## src/hw/eewh_defs.vh

```
`ifndef EEWH_DEFS_VH
`define EEWH_DEFS_VH
// device address byte layout
`define EEWH_DEV_TYPE        4'ha
`define EEWH_RW_WRITE        1'b0
// serial clock timing: quarter period in reference clocks (125 MHz / 4 / 125 = 250 kHz)
`define EEWH_QTR_CNT         8'h7c
`define EEWH_QTR_W           8
// bit counts
`define EEWH_BIT_LAST        4'h7
`define EEWH_RECOVER_PULSES  4'h9
// page geometry
`define EEWH_PAGE_LAST       8'hff
`define EEWH_ZERO8           8'h00
`define EEWH_PAGE_BYTES      9'h100
// word address bytes sent after the device address byte
`define EEWH_HDR_BYTES       2'h2
`endif

```

## src/hw/eewh_qtr_tick.v

```verilog
`timescale 1ns/1ps
`default_nettype none
`include "eewh_defs.vh"
// quarter-bit tick generator; restarts whenever clear is high
module eewh_qtr_tick
(
   // clock and reset
   input  wire        ref_clk_i,
   input  wire        rst_i,
   // control
   input  wire        clear_i,
   output reg         tick_o
);
   reg  [`EEWH_QTR_W-1:0] cnt_ff;

   // free count between ticks
   always @(posedge ref_clk_i)
   begin
      if (rst_i || clear_i)
      begin
         cnt_ff <= `EEWH_ZERO8;
         tick_o <= 1'b0;
      end
      else if (cnt_ff == `EEWH_QTR_CNT)
      begin
         cnt_ff <= `EEWH_ZERO8;
         tick_o <= 1'b1;
      end
      else
      begin
         cnt_ff <= cnt_ff + 8'h01;
         tick_o <= 1'b0;
      end
   end
endmodule // eewh_qtr_tick
`default_nettype wire

```

## src/hw/eewh_host.v

```verilog
`timescale 1ns/1ps
`default_nettype none
`include "eewh_defs.vh"
module eewh_host
(
   // clock and reset
   input  wire        ref_clk_i,
   input  wire        rst_i,
   // command port
   input  wire        wr_start_i,
   input  wire        recover_i,
   input  wire        client_address_strap_i,
   input  wire [17:0] byte_addr_i,
   input  wire [8:0]  byte_count_i,
   // data stream in
   input  wire [7:0]  wr_data_i,
   input  wire        wr_valid_i,
   output reg         wr_ready_o,
   // status
   output reg         busy_o,
   output reg         done_o,
   output reg         nack_o,
   // two-wire pins
   output reg         scl_o,
   output reg         scl_oe_o,
   input  wire        sda_i,
   output reg         sda_o,
   output reg         sda_oe_o
);
   localparam [6:0] ST_IDLE  = 7'h01;
   localparam [6:0] ST_START = 7'h02;
   localparam [6:0] ST_BYTE  = 7'h04;
   localparam [6:0] ST_ACK   = 7'h08;
   localparam [6:0] ST_STOP  = 7'h10;
   localparam [6:0] ST_REC   = 7'h20;
   localparam [6:0] ST_LOAD  = 7'h40;

   reg  [6:0]  state_ff;
   reg  [1:0]  phase_ff;       // quarter within a bit: 0 low,1 low,2 high,3 high
   reg  [3:0]  bit_ff;
   reg  [7:0]  shift_ff;
   reg  [1:0]  hdr_ff;         // header bytes still to send
   reg  [8:0]  left_ff;        // data bytes still to send
   reg  [17:0] addr_ff;
   reg         strap_ff;
   reg         ack_bad_ff;
   reg         rec_start_ff;   // recovery ends with start+stop
   wire        tick;
   wire        clr = (state_ff == ST_IDLE);

   eewh_qtr_tick u_tick
   (
      .ref_clk_i (ref_clk_i),
      .rst_i     (rst_i),
      .clear_i   (clr),
      .tick_o    (tick)
   );

   // address byte: type, strap, top address bits, direction
   wire [7:0] dev_byte = {`EEWH_DEV_TYPE, strap_ff, addr_ff[17:16], `EEWH_RW_WRITE};

   // main sequencer; all pin changes happen on quarter ticks
   always @(posedge ref_clk_i)
   begin
      if (rst_i)
      begin
         state_ff     <= ST_IDLE;
         phase_ff     <= 2'h0;
         bit_ff       <= 4'h0;
         shift_ff     <= `EEWH_ZERO8;
         hdr_ff       <= 2'h0;
         left_ff      <= 9'h000;
         addr_ff      <= 18'h00000;
         strap_ff     <= 1'b0;
         ack_bad_ff   <= 1'b0;
         rec_start_ff <= 1'b0;
         wr_ready_o   <= 1'b0;
         busy_o       <= 1'b0;
         done_o       <= 1'b0;
         nack_o       <= 1'b0;
         scl_o        <= 1'b1;
         scl_oe_o     <= 1'b1;
         sda_o        <= 1'b1;
         sda_oe_o     <= 1'b0;
      end
      else
      begin
         done_o     <= 1'b0;
         wr_ready_o <= 1'b0;
         case (state_ff)
            ST_IDLE:
            begin
               phase_ff <= 2'h0;
               sda_oe_o <= 1'b0;
               scl_o    <= 1'b1;
               if (recover_i)
               begin
                  busy_o   <= 1'b1;
                  bit_ff   <= 4'h0;
                  state_ff <= ST_REC;
               end
               else if (wr_start_i && byte_count_i != 9'h000)
               begin
                  busy_o     <= 1'b1;
                  nack_o     <= 1'b0;
                  ack_bad_ff <= 1'b0;
                  addr_ff    <= byte_addr_i;
                  strap_ff   <= client_address_strap_i;
                  // cap at one page; more would wrap over loaded data
                  left_ff    <= (byte_count_i > `EEWH_PAGE_BYTES) ? `EEWH_PAGE_BYTES
                                                                : byte_count_i;
                  hdr_ff     <= `EEWH_HDR_BYTES;
                  state_ff   <= ST_START;
               end
            end
            ST_START:
            if (tick)
            begin
               phase_ff <= phase_ff + 2'h1;
               // data falls while clock high, then clock falls
               if (phase_ff == 2'h0)
               begin
                  sda_oe_o <= 1'b1;
                  sda_o    <= 1'b0;
               end
               else if (phase_ff == 2'h1)
               begin
                  scl_o    <= 1'b0;
                  shift_ff <= dev_byte;
                  bit_ff   <= 4'h0;
                  phase_ff <= 2'h0;
                  state_ff <= ST_BYTE;
               end
            end
            ST_BYTE:
            if (tick)
            begin
               phase_ff <= phase_ff + 2'h1;
               case (phase_ff)
                  2'h0:
                  begin
                     sda_oe_o <= ~shift_ff[7]; // change only while clock low
                     sda_o    <= 1'b0;
                  end
                  2'h1: scl_o <= 1'b1;
                  2'h2: scl_o <= 1'b1;
                  default:
                  begin
                     scl_o    <= 1'b0;
                     shift_ff <= {shift_ff[6:0], 1'b0};
                     bit_ff   <= bit_ff + 4'h1;
                     if (bit_ff == `EEWH_BIT_LAST)
                     begin
                        sda_oe_o <= 1'b0;      // release after eighth fall
                        state_ff <= ST_ACK;
                     end
                  end
               endcase
            end
            ST_ACK:
            if (tick)
            begin
               phase_ff <= phase_ff + 2'h1;
               case (phase_ff)
                  2'h0: sda_oe_o <= 1'b0;
                  2'h1: scl_o <= 1'b1;
                  2'h2: ack_bad_ff <= sda_i;   // device must hold low whole high phase
                  default:
                  begin
                     scl_o  <= 1'b0;           // device releases after this fall
                     bit_ff <= 4'h0;
                     // only look at data while the ninth pulse is still high; a stall
                     // re-enters here with the clock low and the device released
                     if (ack_bad_ff || (scl_o && sda_i))
                     begin
                        nack_o   <= 1'b1;      // no programming will follow
                        state_ff <= ST_STOP;   // data is driven low, then released with clock high for the stop
                     end
                     else if (hdr_ff != 2'h0)
                     begin
                        hdr_ff   <= hdr_ff - 2'h1;
                        // high word address byte first, then low
                        shift_ff <= (hdr_ff == `EEWH_HDR_BYTES) ? addr_ff[15:8] : addr_ff[7:0];
                        state_ff <= ST_BYTE;
                     end
                     else if (left_ff != 9'h000 && wr_valid_i)
                     begin
                        state_ff <= ST_LOAD;
                     end
                     else if (left_ff != 9'h000)
                        phase_ff <= 2'h3;      // stall with clock low until data arrives
                     else
                        state_ff <= ST_STOP;   // final stop launches programming
                  end
               endcase
            end
            ST_LOAD:
            begin
               wr_ready_o <= 1'b1;
               shift_ff   <= wr_data_i;
               left_ff    <= left_ff - 9'h001;
               // mirror the device's in-page increment
               addr_ff    <= {addr_ff[17:8], addr_ff[7:0] + 8'h01};
               phase_ff   <= 2'h0;
               state_ff   <= ST_BYTE;
            end
            ST_STOP:
            if (tick)
            begin
               phase_ff <= phase_ff + 2'h1;
               case (phase_ff)
                  2'h0:
                  begin
                     sda_oe_o <= 1'b1;
                     sda_o    <= 1'b0;
                  end
                  2'h1: scl_o <= 1'b1;
                  2'h2: sda_oe_o <= 1'b0;     // data rises with clock high
                  default:
                  begin
                     busy_o   <= 1'b0;
                     done_o   <= 1'b1;
                     state_ff <= ST_IDLE;
                  end
               endcase
            end
            ST_REC:
            if (tick)
            begin
               phase_ff <= phase_ff + 2'h1;
               case (phase_ff)
                  2'h0: scl_o <= 1'b0;
                  2'h1: scl_o <= 1'b0;
                  2'h2: scl_o <= 1'b1;
                  default:
                  begin
                     bit_ff <= bit_ff + 4'h1;
                     // stop pulsing once data is free or nine pulses spent
                     if (sda_i || bit_ff == `EEWH_RECOVER_PULSES - 4'h1)
                     begin
                        rec_start_ff <= 1'b1;
                        state_ff     <= ST_START;
                        hdr_ff       <= 2'h0;
                        left_ff      <= 9'h000;
                        nack_o       <= ~sda_i;
                     end
                  end
               endcase
            end
            default: state_ff <= ST_IDLE;
         endcase
         // after a recovery the start is followed straight by a stop
         if (rec_start_ff && state_ff == ST_START && tick && phase_ff == 2'h1)
         begin
            rec_start_ff <= 1'b0;
            state_ff     <= ST_STOP;
         end
      end
   end
endmodule // eewh_host
`default_nettype wire

```

## config.mk

```make
export PLATFORM = sky130hd
export DESIGN_NAME = eewh_host
export DESIGN_NICKNAME = d
export VERILOG_FILES = /design/src/hw/eewh_qtr_tick.v /design/src/hw/eewh_host.v
export VERILOG_INCLUDE_DIRS = /design/src /design/src/hw
export SDC_FILE = /design/constraint.sdc
export NUM_CORES = 1
export LEC_CHECK = 0
export ABC_AREA = 1
export BUFFER_PORTS_ARGS = -buffer_cell sky130_fd_sc_hd__clkbuf_2
export CAP_MARGIN = 0
export CORE_MARGIN = 3
export CORE_UTILIZATION = 52
export CTS_BUF_LIST = sky130_fd_sc_hd__clkbuf_4
export DETAILED_ROUTE_END_ITERATION = 8
export GPL_TIMING_DRIVEN = 1
export PLACE_DENSITY_LB_ADDON = 0.12
export SYNTH_ARGS = -nofsm -noshare
export SYNTH_HDL_FRONTEND = slang
export SYNTH_HIERARCHICAL = 1
export SYNTH_SLANG_ARGS = --single-unit
```

## constraint.sdc

```tcl
create_clock -name ref_clk_i -period 1.4 [get_ports ref_clk_i]
set_input_delay 0.14 -clock ref_clk_i [delete_from_list [all_inputs] [get_ports ref_clk_i]]
set_output_delay 0.14 -clock ref_clk_i [all_outputs]
set_load 0.01 [all_outputs]
```

Yosys cells after proc, flatten, opt, wreduce, memory -nomap -nowiden
Cells that the tools add are included.
{"block": "word_totals", "regBits": 69, "inputBits": 42, "output_inout_bits": 8, "wordCells": 262}
{"block": "op_classes", "add_sub_neg": 6, "n_lt_le_gt_ge": 1, "n_eq_ne": 62, "mux": 114, "n_bitwise": 7, "n_reduce_logical": 51}
{"op": "$mux W7", "count": 19}
{"op": "$mux W8", "count": 10}
{"op": "$mux W9", "count": 6}
{"op": "$pmux W7 S7", "count": 1}
{"op": "$ne A2 B2 Y1 const B", "count": 21}
{"op": "$mux W2", "count": 19}
{"op": "$mux W18", "count": 2}
{"op": "$pmux W18 S2", "count": 1}
{"op": "$mux W1", "count": 32}
{"op": "$mux W4", "count": 8}
{"op": "$pmux W8 S4", "count": 1}
{"op": "$ne A3 B3 Y1 const B", "count": 10}
{"op": "$reduce_and A10 Y1", "count": 3}
{"op": "$reduce_and A15 Y1", "count": 2}
{"op": "$pmux W9 S3", "count": 1}
{"op": "$reduce_and A9 Y1", "count": 2}
{"op": "$reduce_bool A9 Y1", "count": 2}
{"op": "$add A8 B1 Y8 const B", "count": 2}
{"op": "$ne A2 B1 Y1 const B", "count": 8}
{"op": "$pmux W4 S4", "count": 1}
{"op": "$reduce_and A4 Y1", "count": 4}
{"op": "$ne A3 B2 Y1 const B", "count": 5}
{"op": "$pmux W1 S2", "count": 7}
{"op": "$reduce_or A2 Y1", "count": 7}
{"op": "other kinds (41)", "count": 67}

Depth between registers and ports, before layout
{"block": "depth", "depth_word": 9, "ltp_mapped": 13, "mapped_depth_nobuf": 13}

Cells and area by module
Netlist, hierarchy kept.
{"mod": "eewh_host", "n_inst": 1, "cells_each": 660, "area_each_um2": 4106.4}
{"mod": "eewh_qtr_tick", "n_inst": 1, "cells_each": 52, "area_each_um2": 410.4}

Worst setup path after synthesis
No wires, ideal clock.
{"block": "synth_path", "path_type": "reg-to-reg", "from": "register state_ff[1]", "to": "register addr_ff[6]", "arrival_ns": 1.435, "required_time_ns": 1.279, "path_slack_ns": -0.156, "path_stages_with_launch": 12, "period_less_slack_ns": 1.556, "path_cell_list": "dfxtp_1 > nor2_2 > nand2_4 > nor2_4 > buf_6 > inv_2 > buf_6 > o21ai_1 > nand2_1 > buf_4 > o21ai_1 > a21oi_1"}
{"block": "synth_via", "elab_chain_cells": 3}
{"item": "from (decl)", "line_no": "eewh_host.v:38", "rtl": "reg [6:0] state_ff;"}
{"item": "from (signal assigned)", "line_no": "eewh_host.v:67", "rtl": "state_ff <= ST_IDLE;"}
{"item": "from (signal assigned)", "line_no": "eewh_host.v:100", "rtl": "state_ff <= ST_REC;"}
{"item": "from (signal assigned)", "line_no": "eewh_host.v:113", "rtl": "state_ff <= ST_START;"}
{"item": "$eq A7 B1 Y1 or $eq A7 B7 Y1 (tied branches)", "line_no": "eewh_host.v:90", "rtl": "case (state_ff)"}
{"item": "$ne A2 B2 Y1 (no line) or $reduce_bool A2 Y1 (tied branches)"}
{"item": "$reduce_and A3 Y1 (no line)"}
{"item": "to (signal assigned)", "line_no": "eewh_host.v:107", "rtl": "addr_ff <= byte_addr_i;"}
{"item": "to (signal assigned)", "line_no": "eewh_host.v:203", "rtl": "addr_ff <= {addr_ff[17:8], addr_ff[7:0] + 8'h01};"}
{"item": "to (decl)", "line_no": "eewh_host.v:44", "rtl": "reg [17:0] addr_ff;"}
Parallel ways exist; a longest one is shown, timed or not. The select of a mux whose other input is x is not followed.
A chain may end at the register's enable or synchronous reset.

Final worst setup path
{"block": "layout_path", "from": "register state_ff[4]", "to": "register state_ff[2]"}
{"block": "layout_via", "elab_chain_cells": 5}
{"item": "parallel branches: the longest is 5 deep, another holds $reduce_and A15 Y1"}
Several ways; the timed one is not identified.

==> impl_results.rst <==
.. list-table::
   :header-rows: 1

   * - Metric
     - Value
   * - Count of antenna diodes in the layout
     - 0
   * - Class of the most critical hold timing path
     - input port to flip-flop
   * - Number of cell rows
     - 33
   * - Non-filler cells in the finished layout
     - 1005
   * - Number of vias per cell after detailed routing
     - 5.33
   * - Largest net degree at the start of global routing
     - 43
   * - Post-DP HPWL
     - 10300 um
   * - Pwr/cell area
     - 1590 nW/um^2
   * - Net Sw Frac
     - 0.451
   * - Syn Inst Count
     - 712
   * - Critical setup path kind
     - flip-flop to flip-flop
   * - Violations in the final reports
     - negative setup slack
   * - Max-slew violation total from the final report
     - 0
   * - Clock network power share
     - 0.128
   * - Number of CTS-inserted buffers
     - 9
   * - Most used flip-flop cell after synthesis
     - dfxtp_1
   * - Number of I/O pins
     - 50
   * - Run status
     - complete, but fails checks
   * - Flip-flop and latch count after synthesis
     - 69
   * - Vias in the first global route
     - 5042
   * - Routed vias
     - 5356
   * - Final worst-path setup slack
     - -0.326 ns
   * - CTS Root Buffer Type
     - clkbuf_4
   * - Number of nets with antenna violations after detailed routing
     - 0
   * - Number of nets in the layout
     - 950
   * - Placement Setup Slack
     - -0.361 ns
   * - Overall power consumption
     - 10.5 mW
   * - Number of distinct library cells after synthesis
     - 38
   * - Max-cap violations
     - 0
   * - Global-route total usage across every layer
     - 0.290
   * - Last weighted congestion value of the routability-driven placer
     - 0.983
   * - Most common cell on crit path
     - nor2_4
   * - Reg clk slew, reported paths
     - 0.13 ns
   * - Critical path capture point type
     - flip-flop
   * - FF/Latch Area
     - 1410 um^2
   * - Setup Viol. Count Final
     - 66
   * - Horiz. Die Dim
     - 99.2 um
   * - Layout-stage area growth over the synthesis result
     - 46.4%
   * - CP Max Fanout
     - 6
   * - Chip height
     - 99.2 um
   * - Number of fill cells
     - 620
   * - Clock tree from TritonCTS
     - done
   * - P_leak
     - 3.10 nW
   * - Routed wire length
     - 14700 um
   * - Number of enable-type register cells in the synthesized netlist
     - 0
   * - Placed Cells
     - 962
   * - Critical Path RT
     - 1.72 ns
   * - Cell area after technology mapping
     - 4520 um^2
   * - Part of the power in registers
     - 0.267
   * - Hold Vio Cnt, Final
     - 0
   * - Area of the core
     - 8340 um^2
   * - Internal power
     - 5.78 mW
   * - Data arrival time of the worst path
     - 2.05 ns
   * - Sum of negative setup slack
     - -14.80 ns
   * - Net switching power
     - 4.74 mW
   * - Global-route congestion overflow total
     - 0
   * - Average cell area after synthesis
     - 6.34 um^2
   * - Standard cell with the maximum stage delay on the critical path
     - dfxtp_4
   * - Initial Util
     - 0.542
   * - Time the worst path needs with I/O delays and setup
     - 1.73 ns
   * - Critical path launch point type
     - flip-flop
   * - Async SR Flop Fraction
     - 0
   * - Final worst path period share
     - 1.23
   * - Layout cells sized above 1
     - 0.379
   * - Die area
     - 9840 um^2
   * - Worst-case clock skew
     - 0.0247 ns
   * - Latest clock arrival within the worst-skew pair
     - 0.43 ns
   * - Drt first pass iters
     - 6
   * - Max incr delay on CP
     - 0.39 ns
   * - Critical-path cell list
     - nor2_4 > nand2_4 > buf_6 > nor2_4 > nand2_1 > nand3_4 > nor2_4 > a21oi_1 > nor2_1
   * - Footprint of the multi-input gates
     - 3220 um^2
   * - Sequential share of the synthesized area
     - 0.306
   * - Number of nets in the synthesized netlist
     - 767
   * - Global-route wire length before repair
     - 23300 um
   * - Clock Tree Buf Depth
     - 2
   * - Drt initial violations
     - 244
   * - Syn. warnings
     - 6
   * - Comb pwr share
     - 0.605
   * - Depth of the CTS H-tree
     - 3
   * - Final routed wire length divided by cell count
     - 14.6 um
   * - Fmax
     - 579 MHz
   * - Quantity of I/O buffers inserted on ports
     - 48
   * - Clk sink count
     - 69
   * - Max IR drop VDD
     - 743 uV
   * - Setup repair after global routing missed its margin
     - true
   * - Initial antenna violation count
     - 0
   * - DRC
     - 0
==> worst max-delay path, delay by kind of cell, from the launching register on <==
kind | cells | cell delay [ns]
and+or+nand+nor | 7 | 0.91
DFF | 1 | 0.39
buffers and inverters | 1 | 0.15
AOI/OAI and AO/OA | 1 | 0.15
==> final cells by class <==
cell class,instances,area share
repair buffers,186,0.211
multi-input cells,549,0.487
inverters,80,0.0477
well taps,105,0.0199
clock buffers,10,0.0114
clock inverters,6,0.00965
flip-flops and latches,69,0.213
==> registers in the layout, indices dropped and copies added, names as in the netlist <==
signal and flops:
hdr_ff 2, sda_o 1, shift_ff 8, rec_start_ff 1, u_tick/tick_o 1, state_ff 7
sda_oe_o 1, phase_ff 2, done_o 1, busy_o 1, strap_ff 1, u_tick/cnt_ff 8
nack_o 1, ack_bad_ff 1, bit_ff 4, scl_o 1, addr_ff 18, wr_ready_o 1
left_ff 9
==> synthesized netlist by cell type, types with 2 or more instances <==
master	n	share of area
ha_1	13	0.036
nor2_8	2	0.0089
xnor2_1	4	0.0078
buf_2	3	0.0033
nor3_1	9	0.010
nand3_1	68	0.075
dfxtp_1	69	0.31
xor2_1	3	0.0058
nand2_2	7	0.0097
clkbuf_1	6	0.0050
inv_1	76	0.063
nand2_1	171	0.14
inv_2	2	0.0017
o211ai_1	3	0.0050
nand4_1	15	0.021
nor2_1	106	0.088
nand2_4	5	0.012
o21ai_1	8	0.0089
nor2_4	8	0.020
nor2_2	9	0.012
o21ai_0	55	0.061
o31ai_1	3	0.0050
buf_4	4	0.0066
buf_6	5	0.012
a21oi_1	45	0.050
==> cells in the final DEF, fill, tap and decap left out, types with 18 or more instances in the layout <==
master    synthesis  routed
nor2_1          106      87
o21ai_0          55      36
clkbuf_2          0      48
nand2_2           7      22
o21ai_1           8      18
nor2_4            8      24
inv_1            76      65
dfxtp_1          69      58
a21oi_1          45      37
buf_4             4     110
nand3_1          68      54
nand2_1         171     147
==> worst paths after layout <==
path | startpoint | end | slack, ns | cells after the start
worst max-delay path | state_ff[4]$_SDFFE_PP0P_ | state_ff[2]$_SDFFE_PP0P_ | -0.33 | 9
worst min register to register | addr_ff[16]$_SDFFE_PP0P_ | addr_ff[16]$_SDFFE_PP0P_ | 0.46 | 2
worst max register to register | state_ff[4]$_SDFFE_PP0P_ | state_ff[2]$_SDFFE_PP0P_ | -0.33 | 9
worst min-delay path | byte_addr_i[14] | addr_ff[14]$_SDFFE_PP0P_ | 0.007 | 3
==> logic make-up (layout without fill, tap and decap cells) <==
| group | Yosys count | in the layout | synth area share |
|---|---|---|---|
| AO/OA/AOI/OAI | 117 | 117 | 0.135 |
| flip-flops | 69 | 69 | 0.306 |
| AND/OR/NAND/NOR | 407 | 411 | 0.414 |
| other | 1 | 1 | 0.000830 |
| buffers and inverters | 98 | 282 | 0.0945 |
| adder cells (fa/ha/maj) | 13 | 13 | 0.0360 |
| XOR/XNOR | 7 | 7 | 0.0136 |
==> timing repair <==
| action | CTS | global route |
|---|---|---|
| setup buffers | 6 | 8 |
| setup endpoints to repair | 58 | 66 |
| pin swaps | 14 | 29 |
| gates cloned | 4 | 0 |
| hold endpoints to repair | 9 | 1 |
| resized for setup | 59 | 84 |
| hold buffers | 9 | 1 |
==> routing by layer <==
metal  part of all wire  wire length, um  track usage
met5                  0                0            0
met4              0.024              345       0.0987
met3              0.051              745       0.0505
met2               0.49             7250        0.502
met1               0.43             6320        0.365
==> power by group through the flow <==
stage                     combinational (mW)  clock (mW)  sequential, mW
after floorplan                         3.26           0            2.79
after global placement                  5.04           0            2.77
after detailed placement                5.17           0            2.80
after CTS                               5.68        1.35            2.79
after global routing                    7.01        1.42            2.86
final                                   6.37        1.35            2.81
==> per-stage QoR <==
| step | utilization | cell area [um^2] | hold slack [ns] |
|---|---|---|---|
| 2_1_floorplan | - | 4630 | 0.211 |
| 3_3_place_gp | 0.690 | 5760 | 0.402 |
| 3_5_place_dp | 0.690 | 5760 | 0.414 |
| 4_1_cts | 0.751 | 6270 | 0.000384 |
| 5_1_grt | 0.793 | 6610 | 0.00939 |
| 6_report | 0.793 | 6610 | 0.00677 |
Power figures use the tool's default switching activity.
